==> src/core/map_decode_pkg.sv <==
package map_decode_pkg;

   localparam int ADDR_W = 16;
   localparam int DATA_W = 8;
   localparam int PORT_W = 8;
   localparam int NPORTS = 256;

   localparam logic [PORT_W-1:0] PORT_ROM_OFF = 8'h9C;
   localparam logic [PORT_W-1:0] PORT_MAP_SEL = 8'h84;
   localparam int                ROM_OFF_BIT  = 0;
   localparam int                MODE_LSB     = 0;
   localparam int                PAGE_LSB     = 4;
   localparam int                PAGE_HSB     = 5;

   localparam logic [ADDR_W-1:0] ROM_TOP    = 16'h0FFF;
   localparam logic [ADDR_W-1:0] LOWRAM_TOP = 16'h37FF;
   localparam logic [ADDR_W-1:0] HALF_BASE  = 16'h8000;
   localparam int                HALF_BIT   = 15;

   typedef enum logic [1:0] {
      MAP_MODE0,
      MAP_MODE1,
      MAP_MODE2,
      MAP_MODE3
   } map_mode_t;

   localparam map_mode_t RESET_MODE    = MAP_MODE0;
   localparam logic      RESET_ROM_OFF = 1'b0;
   localparam logic [1:0] RESET_PAGE   = 2'h0;

   typedef struct packed {
      logic [ADDR_W-1:0] addr;
      logic [DATA_W-1:0] wdata;
      logic              mem_rd;
      logic              mem_wr;
      logic              io_rd;
      logic              io_wr;
   } cpu_bus_t;

   typedef struct packed {
      logic       rom_sel;
      logic       ram_rd;
      logic       ram_wr;
      logic [1:0] ram_page;
      logic       ram_a15;
   } mem_sel_t;

endpackage

==> src/core/boot_rom_memory_port_decode.sv <==
`timescale 1ns/10ps
`default_nettype none
module boot_rom_memory_port_decode
   import map_decode_pkg::*;
(
   input  wire logic              i_mclk,
   input  wire logic              i_srst,
   input  wire cpu_bus_t          i_bus,
   output var mem_sel_t           o_mem,
   output logic [NPORTS-1:0]      o_port_rd,
   output logic [NPORTS-1:0]      o_port_wr,
   output logic [NPORTS-1:0]      o_port_hit,
   output logic [1:0]             o_map_mode,
   output logic                   o_rom_off
);

   map_mode_t  mode_r;
   logic       rom_off_r;
   logic [1:0] page_r;
   logic       io_wr_d_r;
   logic       wr_edge;
   logic       rom_mapped;
   logic       in_rom;
   logic       in_low;
   logic       upper;
   logic [PORT_W-1:0] port;

   assign port = i_bus.addr[PORT_W-1:0];

   ////////////////////////////////////////////////////////////////////////////
   // Port decode.
   port_decode u_ports (
      .i_port     (port),
      .i_io_rd    (i_bus.io_rd),
      .i_io_wr    (i_bus.io_wr),
      .o_rd_sel   (o_port_rd),
      .o_wr_sel   (o_port_wr),
      .o_addr_hit (o_port_hit)
   );

   ////////////////////////////////////////////////////////////////////////////
   // Latches update once per write cycle, on the strobe's leading edge, so a
   // long strobe cannot retrigger.
   always_ff @(posedge i_mclk) begin
      if (i_srst) begin
         io_wr_d_r <= 1'b0;
      end else begin
         io_wr_d_r <= i_bus.io_wr;
      end
   end

   assign wr_edge = i_bus.io_wr & ~io_wr_d_r;

   always_ff @(posedge i_mclk) begin
      if (i_srst) begin
         mode_r <= RESET_MODE;
         page_r <= RESET_PAGE;
      end else if (wr_edge && port == PORT_MAP_SEL) begin
         mode_r <= map_mode_t'(i_bus.wdata[MODE_LSB+1:MODE_LSB]);
         page_r <= i_bus.wdata[PAGE_HSB:PAGE_LSB];
      end
   end

   always_ff @(posedge i_mclk) begin
      if (i_srst) begin
         rom_off_r <= RESET_ROM_OFF;
      end else if (wr_edge && port == PORT_ROM_OFF) begin
         rom_off_r <= i_bus.wdata[ROM_OFF_BIT];
      end
   end

   ////////////////////////////////////////////////////////////////////////////
   // Memory steering. Selects are combinational so they track the address
   // within the same bus cycle.
   assign rom_mapped = ~rom_off_r && (mode_r == MAP_MODE0 || mode_r == MAP_MODE1);
   assign in_rom     = i_bus.addr <= ROM_TOP;
   assign in_low     = i_bus.addr <= LOWRAM_TOP;
   assign upper      = i_bus.addr[HALF_BIT];

   always_comb begin
      o_mem          = '0;
      o_mem.ram_page = page_r;
      o_mem.ram_a15  = upper;
      if (rom_mapped && in_rom) begin
         o_mem.rom_sel = i_bus.mem_rd;
         o_mem.ram_wr  = i_bus.mem_wr && mode_r == MAP_MODE1;
      end else if (rom_mapped && in_low && mode_r == MAP_MODE0) begin
         o_mem.ram_rd = i_bus.mem_rd;
      end else begin
         o_mem.ram_rd = i_bus.mem_rd;
         o_mem.ram_wr = i_bus.mem_wr;
      end
   end

   assign o_map_mode = mode_r;
   assign o_rom_off  = rom_off_r;

   ////////////////////////////////////////////////////////////////////////////
   // Checks.
   // A strobe held across many clocks must not count as a second write, so
   // the latch load checks key off the leading edge wr_edge, not the strobe level.
   logic       map_hit;
   logic       off_hit;
   logic [1:0] wr_mode;
   logic [1:0] wr_page;
   logic       wr_off;

   assign map_hit = wr_edge && port == PORT_MAP_SEL;
   assign off_hit = wr_edge && port == PORT_ROM_OFF;
   assign wr_mode = i_bus.wdata[MODE_LSB+1:MODE_LSB];
   assign wr_page = i_bus.wdata[PAGE_HSB:PAGE_LSB];
   assign wr_off  = i_bus.wdata[ROM_OFF_BIT];
endmodule
`default_nettype wire

==> src/core/port_decode.sv <==
`timescale 1ns/10ps
`default_nettype none
module port_decode
   import map_decode_pkg::*;
(
   input  wire logic [PORT_W-1:0] i_port,
   input  wire logic              i_io_rd,
   input  wire logic              i_io_wr,
   output logic [NPORTS-1:0]      o_rd_sel,
   output logic [NPORTS-1:0]      o_wr_sel,
   output logic [NPORTS-1:0]      o_addr_hit
);

   ////////////////////////////////////////////////////////////////////////////
   // One-hot decode per port; strobe qualification keeps the address-only
   // stage from reaching a port outside a cycle.
   for (genvar p = 0; p < NPORTS; p++) begin : g_port
      assign o_addr_hit[p] = (i_port == PORT_W'(p));
      assign o_rd_sel[p]   = o_addr_hit[p] & i_io_rd;
      assign o_wr_sel[p]   = o_addr_hit[p] & i_io_wr;
   end

endmodule
`default_nettype wire

==> config.mk <==
export PLATFORM = sky130hd
export DESIGN_NAME = boot_rom_memory_port_decode
export DESIGN_NICKNAME = d
export VERILOG_FILES = /design/src/core/map_decode_pkg.sv /design/src/core/boot_rom_memory_port_decode.sv /design/src/core/port_decode.sv
export SDC_FILE = /design/constraint.sdc
export NUM_CORES = 1
export LEC_CHECK = 0
export BUFFER_PORTS_ARGS = -buffer_cell sky130_fd_sc_hd__buf_2
export CORE_AREA = 2 2 316 318
export DETAILED_ROUTE_END_ITERATION = 16
export DIE_AREA = 0 0 318 320
export PLACE_DENSITY = 0.3
export SLEW_MARGIN = 15
export SYNTH_ARGS = -nofsm -noshare
export SYNTH_HDL_FRONTEND = slang
export SYNTH_SLANG_ARGS = --single-unit
==> constraint.sdc <==
create_clock -name i_mclk -period 2.6 [get_ports i_mclk]
set_clock_uncertainty 0.2 [all_clocks]
set_input_delay 0.26 -clock i_mclk [delete_from_list [all_inputs] [get_ports i_mclk]]
set_output_delay 0.26 -clock i_mclk [all_outputs]
set_load 0.02 [all_outputs]
==> insert_results.sql, run 1 <==
INSERT INTO impl_metrics (metric_group, metric, value, unit) VALUES
('setup_path', 'path_max_fanout', '15', ''),
('sta', 'layout_worst_path_cycle_share', '0.907', ''),
('route', 'antenna_viol_nets_final', '0', ''),
('clock_tree', 'clkSlewWorstSetupHoldPaths', '0.03', 'ns'),
('clock_tree', 'tritoncts_clock_tree', 'built', ''),
('setup_path', 'setup.worst_path.class', 'in2out', ''),
('power', 'p_int', '0.435', 'mW'),
('clock_tree', 'cts_repair_resize_count', '0', ''),
('power', 'clock_power_share', '0.265', ''),
('synthesis', 'avgSynthCellArea', '4.08', 'um^2'),
('clock_tree', 'hold_buffers', '0', ''),
('setup_path', 'worstSetupEndpointType', 'primary output', ''),
('route', 'first_pass_iters', '4', ''),
('route', 'drt-wirelength-per-cell', '21.0', 'um'),
('grt', 'total_track_usage', '0.119', ''),
('die', 'std_cell_rows', '115', ''),
('synthesis', 'netlist_area', '0.00427', 'mm^2'),
('sta', 'slew_violations', '0', ''),
('grt', 'gr-max-usage-layer', 'met2', ''),
('sta', 'hold-worst-slack', '0.0961', 'ns'),
('die', 'ioPinCount', '807', ''),
('sta', 'final.min_clock_period', '2.36', 'ns'),
('setup_path', 'startpoint_type', 'primary input', ''),
('clock_tree', 'clock-root-buffer', 'clkbuf_16', ''),
('synthesis', 'postSynthRegisterBits', '6', ''),
('sta', 'worst-slew-pin-transition', '0.707', 'ns'),
('die', 'chipHeight', '320', 'um'),
('sta', 'setup_viol', '0', ''),
('power', 'vdd_drop_max', '174', 'uV'),
('route', 'detailroute.via_count', '9536', ''),
('power', 'power.density', '88.8', 'mW/mm^2'),
('layout', 'fin_nets', '1838', ''),
('route', 'route.detailed.drc', '0', ''),
('die', 'placeableCoreArea', '0.0980', 'mm^2'),
('synthesis', 'syn-instance-count', '1046', ''),
('clock_tree', 'cts_sinks', '6', ''),
('synthesis', 'synth_top_area_cells', 'nor2_1 68%, clkbuf_1 9.4%, nand2_1 4.1%', ''),
('grt', 'grtUsageMet1', '0.145', ''),
('die', 'die_width', '318', 'um'),
('route', 'detail_route.wirelength', '65.1', 'mm'),
('grt', 'overflow', '0', ''),
('grt', 'grt_pass1_wl', '83.0', 'mm'),
('power', 'seq_power_share', '0.100', ''),
('clock_tree', 'htree_num_levels', '1', ''),
('flow_run', 'maxCapViolations', '0', ''),
('placement', 'placement.io_buffers', '799', ''),
('setup_path', 'critical_path_most_common_cell', 'buf_4', ''),
('sta', 'clock.fmax', '424', 'MHz'),
('clock_tree', 'max-clock-path-buffers', '2', ''),
('clock_tree', 'cts_buffers', '3', ''),
('sta', 'final_hold_viol_count', '0', ''),
('sta', 'rsz0062_at_grt', 'no', ''),
('run_status', 'status', 'complete, no violations', ''),
('layout', 'layout-area-overhead-vs-synth', '146', '%'),
('clock_tree', 'worstSkewPairLatency', '0.23', 'ns'),
('setup_path', 'worst_ep_arrival_time', '1.90', 'ns'),
('synthesis', 'yosys_warnings', '0', ''),
('layout', 'drive_above_1_share', '0.520', ''),
('setup_path', 'timing.critical_path.buf_inv', '5', ''),
('power', 'power.combinational.fraction', '0.634', ''),
('power', 'p_sw_frac', '0.534', ''),
('sta', 'relative_slew_margins', '0.528', ''),
('grt', 'grt_util_met2', '0.225', ''),
('worst_hold_path', 'hold_class', 'in2reg', ''),
('route', 'drt-vias-per-instance', '3.08', ''),
('die', 'start_util', '0.0436', ''),
('die', 'fp.dieArea', '0.102', 'mm^2'),
('clock_tree', 'post_cts.repair.setup_buffers', '0', ''),
('synthesis', 'mappedNetlistNets', '1076', ''),
('synthesis', 'synthDistinctLibCells', '27', ''),
('setup_path', 'slowest_stage_cell_cp', 'nor4b_1', '');
area by class of cell:
cell class                      count  area [um^2]
Multi-Input combinational cell    886         3670
Fill cell                       11800        87500
Sequential cell                     6          120
Antenna cell                        4         10.0
Clock buffer                        3         75.1
Timing Repair Buffer              911         5030
Tap cell                         1287         1610
placed cells by master (no fill, tap or decap):
cell       instances
nand2b_1          10
o31a_1             1
nor2b_2            2
nor2b_1            8
nor4_1             1
or4b_1             1
and3b_1            2
buf_4             97
nor3b_1            1
nor3_4             1
or4b_2             1
diode_2            4
or4_1              1
and3_1             3
nand4_1            1
nand3_4            6
nor4b_1            1
and2_1             3
nor2_1           772
nor3_1             1
clkbuf_16          3
nand2_2           12
mux2i_1            5
nor3_2             1
nor4bb_1           1
dfxtp_1            6
nand2_1           32
nand2_4            3
nand4bb_1          1
or4bb_1            1
buf_2            799
buf_12            15
nand3_1           14
state kept, by name (all words and copies together) (netlist names):
name / flops
o_map_mode: 2
page_r: 2
io_wr_d_r: 1
o_rom_off: 1
per-stage QoR:
step	setup WS [ns]	power [mW]	utilization	instance area, um^2	instances
finish	0.242	0.933	0.107	10500	3097
global route	0.127	0.995	0.107	10500	3095
CTS	0.206	0.965	0.107	10500	3093
detailed placement	0.224	0.713	0.106	10400	3090
global placement	0.259	0.715	0.106	10400	3090
floorplan	0.650	0.347	-	4270	1046
power by group through the flow:
stage               registers [mW]  clock network (mW)  logic [mW]
detailed placement          0.0951                   0       0.618
global route                0.0937               0.262       0.640
global placement            0.0950                   0       0.620
finish                      0.0937               0.248       0.592
CTS                         0.0937               0.253       0.619
floorplan                   0.0951                   0       0.252
final timing paths:
check                              start                      to  cells past startpoint
setup reg to reg    io_wr_d_r$_SDFF_PP0_  page_r[1]$_SDFFE_PP0P_                      3
hold reg to reg   page_r[0]$_SDFFE_PP0P_  page_r[0]$_SDFFE_PP0P_                      2
setup / recovery               i_bus[18]          o_port_wr[129]                      8
hold / removal                    i_srst    io_wr_d_r$_SDFF_PP0_                      2
cell usage after synthesis:
library cell  instances
nor4b_1               1
nor3b_1               1
or4b_1                2
nand3_1              20
nand4bb_1             1
buf_4                 2
nand2_1              47
o31a_1                1
nor4bb_1              1
and2_1                3
nand2b_1             10
nor4_1                1
clkbuf_1            107
nor3_4                1
buf_1                19
or4_1                 1
nor2_1              772
dfxtp_1               6
mux2i_1               5
nor3_2                1
or4bb_1               1
buf_2                26
nor2b_1              10
nand4_1               1
nor3_1                1
and3_1                3
and3b_1               2
per-layer routing:
metal / wire (um) / vias up
met1: 27500 / 4373
met5: 30 / -
li1: - / 4581
met4: 801 / 6
met2: 33700 / 532
met3: 3120 / 44
cells by family after synthesis:
logic type	count (synthesis)	synth area share
AO/OA/AOI/OAI	1	0.00205
multiplexers	5	0.0117
flip-flops	6	0.0281
buffers and inverters	154	0.145
AND/OR/NAND/NOR	880	0.813
worst register-to-register path, cell delays in order (launching register included):
cell,delay [ns]
dfxtp_1,0.28
nand2b_1,0.21
nor3_4,0.31
mux2i_1,0.22
Note: power is estimated with default switching activity, not from simulation.
==> run 2, diff against run 1 <==
--- a/config.mk
+++ b/config.mk
@@ -6,9 +6,10 @@
 export NUM_CORES = 1
 export LEC_CHECK = 0
 export BUFFER_PORTS_ARGS = -buffer_cell sky130_fd_sc_hd__buf_2
-export CORE_AREA = 2 2 316 318
+export CORE_AREA = 2 2 318 320
 export DETAILED_ROUTE_END_ITERATION = 16
-export DIE_AREA = 0 0 318 320
+export DIE_AREA = 0 0 320 322
+export HOLD_SLACK_MARGIN = 0.12
 export PLACE_DENSITY = 0.3
 export SLEW_MARGIN = 15
 export SYNTH_ARGS = -nofsm -noshare
==> constraint.sdc (replaced) <==
create_clock -name i_mclk -period 2.3 [get_ports i_mclk]
set_clock_uncertainty 0.2 [all_clocks]
set_input_delay 0.23 -clock i_mclk [delete_from_list [all_inputs] [get_ports i_mclk]]
set_output_delay 0.23 -clock i_mclk [all_outputs]
set_load 0.02 [all_outputs]
==> run 2 against run 1 <==
Non-clock buffer count up 26; wire length down 1.1%; global-route usage down 0.56 points; largest cell class unchanged; highest routed layer unchanged.
==> insert_results.sql, run 2 (same netlist as run 1, synthesis figures left out) <==
INSERT INTO impl_metrics (metric_group, metric, value, unit) VALUES
('clock_tree', 'tritoncts_clock_tree', 'built', ''),
('die', 'fp.dieArea', '0.103', 'mm^2'),
('die', 'start_util', '0.0429', ''),
('power', 'p_switching', '0.571', 'mW'),
('placement', 'placement.cell_area', '0.0107', 'mm^2'),
('layout', 'fin_nets', '1864', ''),
('clock_tree', 'worstSkewPairLatency', '0.23', 'ns'),
('sta', 'clock.fmax', '461', 'MHz'),
('setup_path', 'path_max_fanout', '10', ''),
('sta', 'worst-slew-pin-transition', '0.503', 'ns'),
('die', 'chipHeight', '322', 'um'),
('power', 'power_leakage', '5.94', 'nW'),
('layout', 'final_common_cell', 'buf_2', ''),
('setup_path', 'timing.critical_path.buf_inv', '4', ''),
('route', 'drtIter0Drc', '553', ''),
('route', 'antenna_viol_nets_final', '0', ''),
('grt', 'maximum_number_of_pins_on_one_net_before_global_route_repair', '35', ''),
('setup_path', 'setup.worst_path.class', 'in2out', ''),
('layout', 'utilization', '0.109', ''),
('die', 'ioPinCount', '807', ''),
('sta', 'setup_total_negative_slack', '0', 'ns'),
('sta', 'setup_viol', '0', ''),
('power', 'clock_power_share', '0.260', ''),
('die', 'die_width', '320', 'um'),
('sta', 'rsz0062_at_grt', 'no', ''),
('route', 'route.detailed.drc', '0', ''),
('run_status', 'status', 'complete, no violations', ''),
('die', 'std_cell_rows', '116', ''),
('worst_hold_path', 'hold_class', 'reg2reg', ''),
('clock_tree', 'htree_num_levels', '1', ''),
('grt', 'grt_pass1_wl', '79.7', 'mm'),
('layout', 'drive_above_1_share', '0.525', ''),
('sta', 'final.min_clock_period', '2.17', 'ns'),
('power', 'p_int', '0.514', 'mW'),
('grt', 'grt_pass1_vias', '8728', ''),
('sta', 'hold-worst-slack', '0.267', 'ns'),
('setup_path', 'worstSetupEndpointType', 'primary output', ''),
('power', 'power.density', '100', 'mW/mm^2'),
('clock_tree', 'clock-root-buffer', 'clkbuf_16', ''),
('layout', 'multi_input_logic_area', '0.00367', 'mm^2'),
('power', 'power.combinational.fraction', '0.643', ''),
('placement', 'hpwl', '50.2', 'mm'),
('setup_path', 'worst_ep_arrival_time', '1.74', 'ns'),
('placement', 'placement.io_buffers', '799', ''),
('flow_run', 'maxCapViolations', '0', ''),
('setup_path', 'startpoint_type', 'primary input', ''),
('grt', 'antenna_found_initial', '8', ''),
('setup_path', 'setup_slack_of_the_worst_register_to_register_path', '1.06', 'ns'),
('power', 'finalPower', '1.09', 'mW'),
('setup_path', 'slowest_stage_cell_cp', 'or4b_2', ''),
('route', 'drt-vias-per-instance', '3.08', ''),
('route', 'first_pass_iters', '4', ''),
('sta', 'layout_worst_path_cycle_share', '0.943', ''),
('power', 'vdd_drop_max', '144', 'uV'),
('setup_path', 'timing.critical_path.cells', 'buf_2, or4b_2, buf_4, buf_4, nor2_1, buf_2', ''),
('layout', 'layout_common_cells', '799 x buf_2, 772 x nor2_1, 112 x buf_4, 32 x nand2_1, 21 x buf_12', ''),
('layout', 'regArea', '120', 'um^2'),
('route', 'drt-wirelength-per-cell', '20.5', 'um'),
('clock_tree', 'post_cts.repair.setup_buffers', '0', ''),
('sta', 'final_hold_viol_count', '0', ''),
('clock_tree', 'clkSlewWorstSetupHoldPaths', '0.03', 'ns'),
('power', 'p_sw_frac', '0.527', ''),
('route', 'detail_route.wirelength', '64.4', 'mm'),
('setup_path', 'cpPeakStageDelay', '0.69', 'ns'),
('grt', 'total_track_usage', '0.114', ''),
('clock_tree', 'max-clock-path-buffers', '2', ''),
('layout', 'filler_cell_count', '12000', ''),
('sta', 'relative_slew_margins', '0.665', ''),
('clock_tree', 'cts_buffers', '3', ''),
('placement', 'routabilityCongestion', '0.719', ''),
('clock_tree', 'cts_sinks', '6', ''),
('setup_path', 'cp_top_family', 'simple AND/OR/NAND/NOR gates', ''),
('grt', 'overflow', '0', ''),
('die', 'placeableCoreArea', '0.0996', 'mm^2'),
('clock_tree', 'cts_repair_resize_count', '0', ''),
('route', 'detailroute.via_count', '9670', ''),
('setup_path', 'cp.required', '1.87', 'ns'),
('layout', 'layout-area-overhead-vs-synth', '153', '%'),
('layout', 'design_area', '0.0108', 'mm^2'),
('sta', 'slew_violations', '0', ''),
('power', 'seq_power_share', '0.098', '');
[run 2: cell types whose count changed in the layout (fill, tap and decap cells not counted)]
cell and delta:
buf_4 +15, nand2_2 -1, dlygate4sd3_1 +5, buf_12 +6, diode_2 +2, nand2_4 +1
[run 2: worst paths after layout]
check                           cells past startpoint                   start                    endpoint
worst max-delay path                                6               i_bus[15]             o_port_hit[196]
worst min-delay path                                2  page_r[0]$_SDFFE_PP0P_      page_r[0]$_SDFFE_PP0P_
worst max register to register                      3    io_wr_d_r$_SDFF_PP0_  o_map_mode[1]$_SDFFE_PP0P_
worst min register to register                      2  page_r[0]$_SDFFE_PP0P_      page_r[0]$_SDFFE_PP0P_
[run 2: timing repair]
action / in CTS / in global routing
setup endpoints to repair: 0 / 0
endpoints found under the hold margin: 6 / 0
hold buffers: 5 / 0
[run 2: per-stage QoR]
stage          instances  setup WS, ns
2_1_floorplan       1046         0.410
3_3_place_gp        3122        0.0745
3_5_place_dp        3122         0.116
4_1_cts             3130         0.115
5_1_grt             3130        0.0226
6_report            3136         0.130
[run 2: cell type report]
class	count	area share
multi-input combinational	886	0.339
tap	1298	0.150
antenna	6	0.00139
sequential	6	0.0111
timing repair buffer	937	0.491
clock buffer	3	0.00694
[run 2: power groups by stage]
stage	logic [mW]	registers, mW	clock network [mW]
finish	0.697	0.106	0.282
global route	0.748	0.106	0.296
CTS	0.724	0.106	0.286
detailed placement	0.715	0.107	0
global placement	0.721	0.107	0
floorplan	0.285	0.107	0
[run 2: layer usage]
layer / part of all wire / track usage / vias to the layer above
met5: 0.00054 / 0 / -
met4: 0.020 / 0.0237 / 6
met3: 0.051 / 0.0139 / 56
met2: 0.50 / 0.210 / 523
met1: 0.43 / 0.140 / 4448
li1: - / - / 4637
[run 2: worst register-to-register path, delay by kind of cell, from the launching register on]
kind             cells  cell delay, ns
multiplexers         1            0.23
AND/OR/NAND/NOR      2            0.46
flip-flops           1            0.28
==> run 3, diff against run 2 <==
--- a/config.mk
+++ b/config.mk
@@ -6,11 +6,13 @@
 export NUM_CORES = 1
 export LEC_CHECK = 0
 export BUFFER_PORTS_ARGS = -buffer_cell sky130_fd_sc_hd__buf_2
-export CORE_AREA = 2 2 318 320
+export CELL_PAD_IN_SITES_DETAIL_PLACEMENT = 1
+export CELL_PAD_IN_SITES_GLOBAL_PLACEMENT = 2
+export CORE_AREA = 2 2 316 318
 export DETAILED_ROUTE_END_ITERATION = 16
-export DIE_AREA = 0 0 320 322
+export DIE_AREA = 0 0 318 320
 export HOLD_SLACK_MARGIN = 0.12
-export PLACE_DENSITY = 0.3
+export PLACE_DENSITY = 0.45
 export SLEW_MARGIN = 15
 export SYNTH_ARGS = -nofsm -noshare
 export SYNTH_HDL_FRONTEND = slang
==> constraint.sdc (replaced) <==
create_clock -name i_mclk -period 2.7 [get_ports i_mclk]
set_clock_uncertainty 0.2 [all_clocks]
set_input_delay 0.27 -clock i_mclk [delete_from_list [all_inputs] [get_ports i_mclk]]
set_output_delay 0.27 -clock i_mclk [all_outputs]
set_load 0.02 [all_outputs]
==> run 3 against run 2 <==
Largest cell class unchanged; die area down 1.2%; critical endpoint is now o_port_hit[212]; largest power group unchanged; first-iteration DRC count is 8.1% lower; sequential power is 15% lower; power down 19%; critical path type unchanged.
==> insert_results.sql, run 3 (same netlist as run 1, synthesis figures left out) <==
INSERT INTO impl_metrics (metric_group, metric, value, unit) VALUES
('placement', 'placement.io_buffers', '799', ''),
('sta', 'final.min_clock_period', '2.36', 'ns'),
('flow_run', 'maxCapViolations', '0', ''),
('die', 'chipHeight', '320', 'um'),
('power', 'vdd_drop_max', '183', 'uV'),
('route', 'route.detailed.drc', '0', ''),
('clock_tree', 'htree_num_levels', '1', ''),
('layout', 'filler_cell_count', '12400', ''),
('layout', 'final_common_cell', 'buf_2', ''),
('sta', 'final_hold_viol_count', '0', ''),
('clock_tree', 'max-clock-path-buffers', '2', ''),
('route', 'route.top_layer_used', 'met5', ''),
('sta', 'slew_violations', '0', ''),
('route', 'first_pass_iters', '4', ''),
('layout', 'utilization', '0.106', ''),
('die', 'die_width', '318', 'um'),
('sta', 'rsz0062_at_grt', 'no', ''),
('setup_path', 'cp.required', '2.23', 'ns'),
('power', 'power_leakage', '5.71', 'nW'),
('clock_tree', 'clkSlewWorstSetupHoldPaths', '0.03', 'ns'),
('grt', 'overflow', '0', ''),
('placement', 'place.detailed.instances', '3083', ''),
('power', 'finalPower', '0.880', 'mW'),
('sta', 'worst-slew-pin-transition', '0.755', 'ns'),
('setup_path', 'startpoint_type', 'primary input', ''),
('grt', 'total_track_usage', '0.123', ''),
('die', 'start_util', '0.0436', ''),
('route', 'met2RoutedLength', '33.2', 'mm'),
('setup_path', 'worst_ep_arrival_time', '1.89', 'ns'),
('sta', 'layout_worst_path_cycle_share', '0.873', ''),
('placement', 'routabilityCongestion', '0.721', ''),
('setup_path', 'ff2ff_path_depth', '3', ''),
('setup_path', 'setup_slack_of_the_worst_register_to_register_path', '1.44', 'ns'),
('route', 'detail_route.wirelength', '67.3', 'mm'),
('setup_path', 'critical_path.endpoint', 'o_port_hit[212]', ''),
('run_status', 'status', 'complete, no violations', ''),
('worst_hold_path', 'hold_class', 'in2reg', ''),
('layout', 'fin_nets', '1833', ''),
('layout', 'layout_common_cells', '799 x buf_2, 772 x nor2_1, 98 x buf_4, 36 x nand2_1, 14 x nand3_1', ''),
('layout', 'drive_above_1_share', '0.516', ''),
('clock_tree', 'worstSkewPairLatency', '0.23', 'ns'),
('die', 'std_cell_rows', '115', ''),
('sta', 'setup_viol', '0', ''),
('grt', 'antenna_found_initial', '11', ''),
('grt', 'grt_pass1_vias', '9995', ''),
('clock_tree', 'cts_sinks', '6', ''),
('route', 'antenna_viol_nets_final', '0', ''),
('setup_path', 'launch_instance_of_the_worst_register_to_register_path', 'io_wr_d_r$_SDFF_PP0_', ''),
('power', 'power.density', '84.9', 'mW/mm^2'),
('setup_path', 'setup.worst_path.class', 'in2out', ''),
('route', 'drt-wirelength-per-cell', '21.8', 'um'),
('clock_tree', 'post_cts.repair.setup_buffers', '0', ''),
('placement', 'hpwl', '52.9', 'mm'),
('sta', 'clock.fmax', '424', 'MHz'),
('setup_path', 'worstSetupEndpointType', 'primary output', ''),
('layout', 'design_area', '0.0104', 'mm^2'),
('setup_path', 'worst_r2r_endpoint', 'o_map_mode[0]$_SDFFE_PP0P_', ''),
('layout', 'layout-area-overhead-vs-synth', '143', '%'),
('placement', 'placement.cell_area', '0.0103', 'mm^2'),
('clock_tree', 'cts_buffers', '3', ''),
('route', 'routed_met3_length', '3.93', 'mm'),
('sta', 'relative_slew_margins', '0.495', ''),
('worst_hold_path', 'hold_start', 'i_bus[9]', ''),
('route', 'detail_route.wirelength.met1', '28.6', 'mm'),
('route', 'drtIter0Drc', '508', ''),
('sta', 'setup_total_negative_slack', '0', 'ns'),
('grt', 'grt_pass1_wl', '87.5', 'mm'),
('clock_tree', 'clock-root-buffer', 'clkbuf_16', ''),
('die', 'placeableCoreArea', '0.0980', 'mm^2'),
('setup_path', 'path_max_fanout', '16', ''),
('die', 'ioPinCount', '807', ''),
('layout', 'instances_no_fill', '3091', ''),
('route', 'drt-vias-per-instance', '3.21', ''),
('clock_tree', 'tritoncts_clock_tree', 'built', ''),
('grt', 'maximum_number_of_pins_on_one_net_before_global_route_repair', '33', ''),
('setup_path', 'crit_path_start', 'i_bus[16]', ''),
('die', 'fp.dieArea', '0.102', 'mm^2'),
('route', 'detailroute.via_count', '9933', '');
-- run 3: critical path: stages --
cell and delay (ns):
buf_2 0.31, nor2b_1 0.22, buf_4 0.16, nand3_4 0.24, buf_4 0.33, nor2_1 0.12, buf_2 0.18
-- run 3: stage by stage --
| stage | hold slack, ns | setup slack (ns) |
|---|---|---|
| after floorplan | 0.142 | 0.730 |
| after global placement | 0.264 | 0.270 |
| after detailed placement | 0.263 | 0.294 |
| after CTS | 0.130 | 0.282 |
| after global routing | 0.148 | 0.0730 |
| final | 0.122 | 0.343 |
-- run 3: where the power goes --
part	switching, mW	total (mW)	internal (mW)	leakage [nW]
Combinational	0.423	0.550	0.127	5.62
Clock	0.0495	0.240	0.190	0.0370
Sequential	0.000270	0.0903	0.0901	0.0486
-- run 3: layout make-up --
cell class	instances	area, um^2	area share
antenna	3	7.51	0.000725
clock buffer	3	75.1	0.00725
multi-input combinational	886	3650	0.353
sequential	6	120	0.0116
tap	1287	1610	0.155
timing repair buffer	906	4890	0.472
-- run 3: worst min path at each step --
stage,end,slack (ns),cells after the start
2_1_floorplan,io_wr_d_r$_SDFF_PP0_,0.14,1
3_5_place_dp,page_r[0]$_SDFFE_PP0P_,0.26,2
4_1_cts,page_r[1]$_SDFFE_PP0P_,0.13,3
3_3_place_gp,page_r[1]$_SDFFE_PP0P_,0.26,2
6_report,page_r[1]$_SDFFE_PP0P_,0.12,3
5_1_grt,page_r[0]$_SDFFE_PP0P_,0.15,3
-- run 3: repair_timing --
item / 4_1_cts / 5_1_grt
setup endpoints to repair: 0 / 0
hold buffers: 2 / 0
resized for setup: 0 / 0
hold endpoints to repair: 2 / 0
-- run 3: per-layer routing --
| metal | track usage | vias to the layer above |
|---|---|---|
| met5 | 0 | - |
| met4 | 0.0266 | 8 |
| met3 | 0.0206 | 63 |
| met2 | 0.223 | 574 |
| met1 | 0.152 | 4722 |
| li1 | - | 4566 |
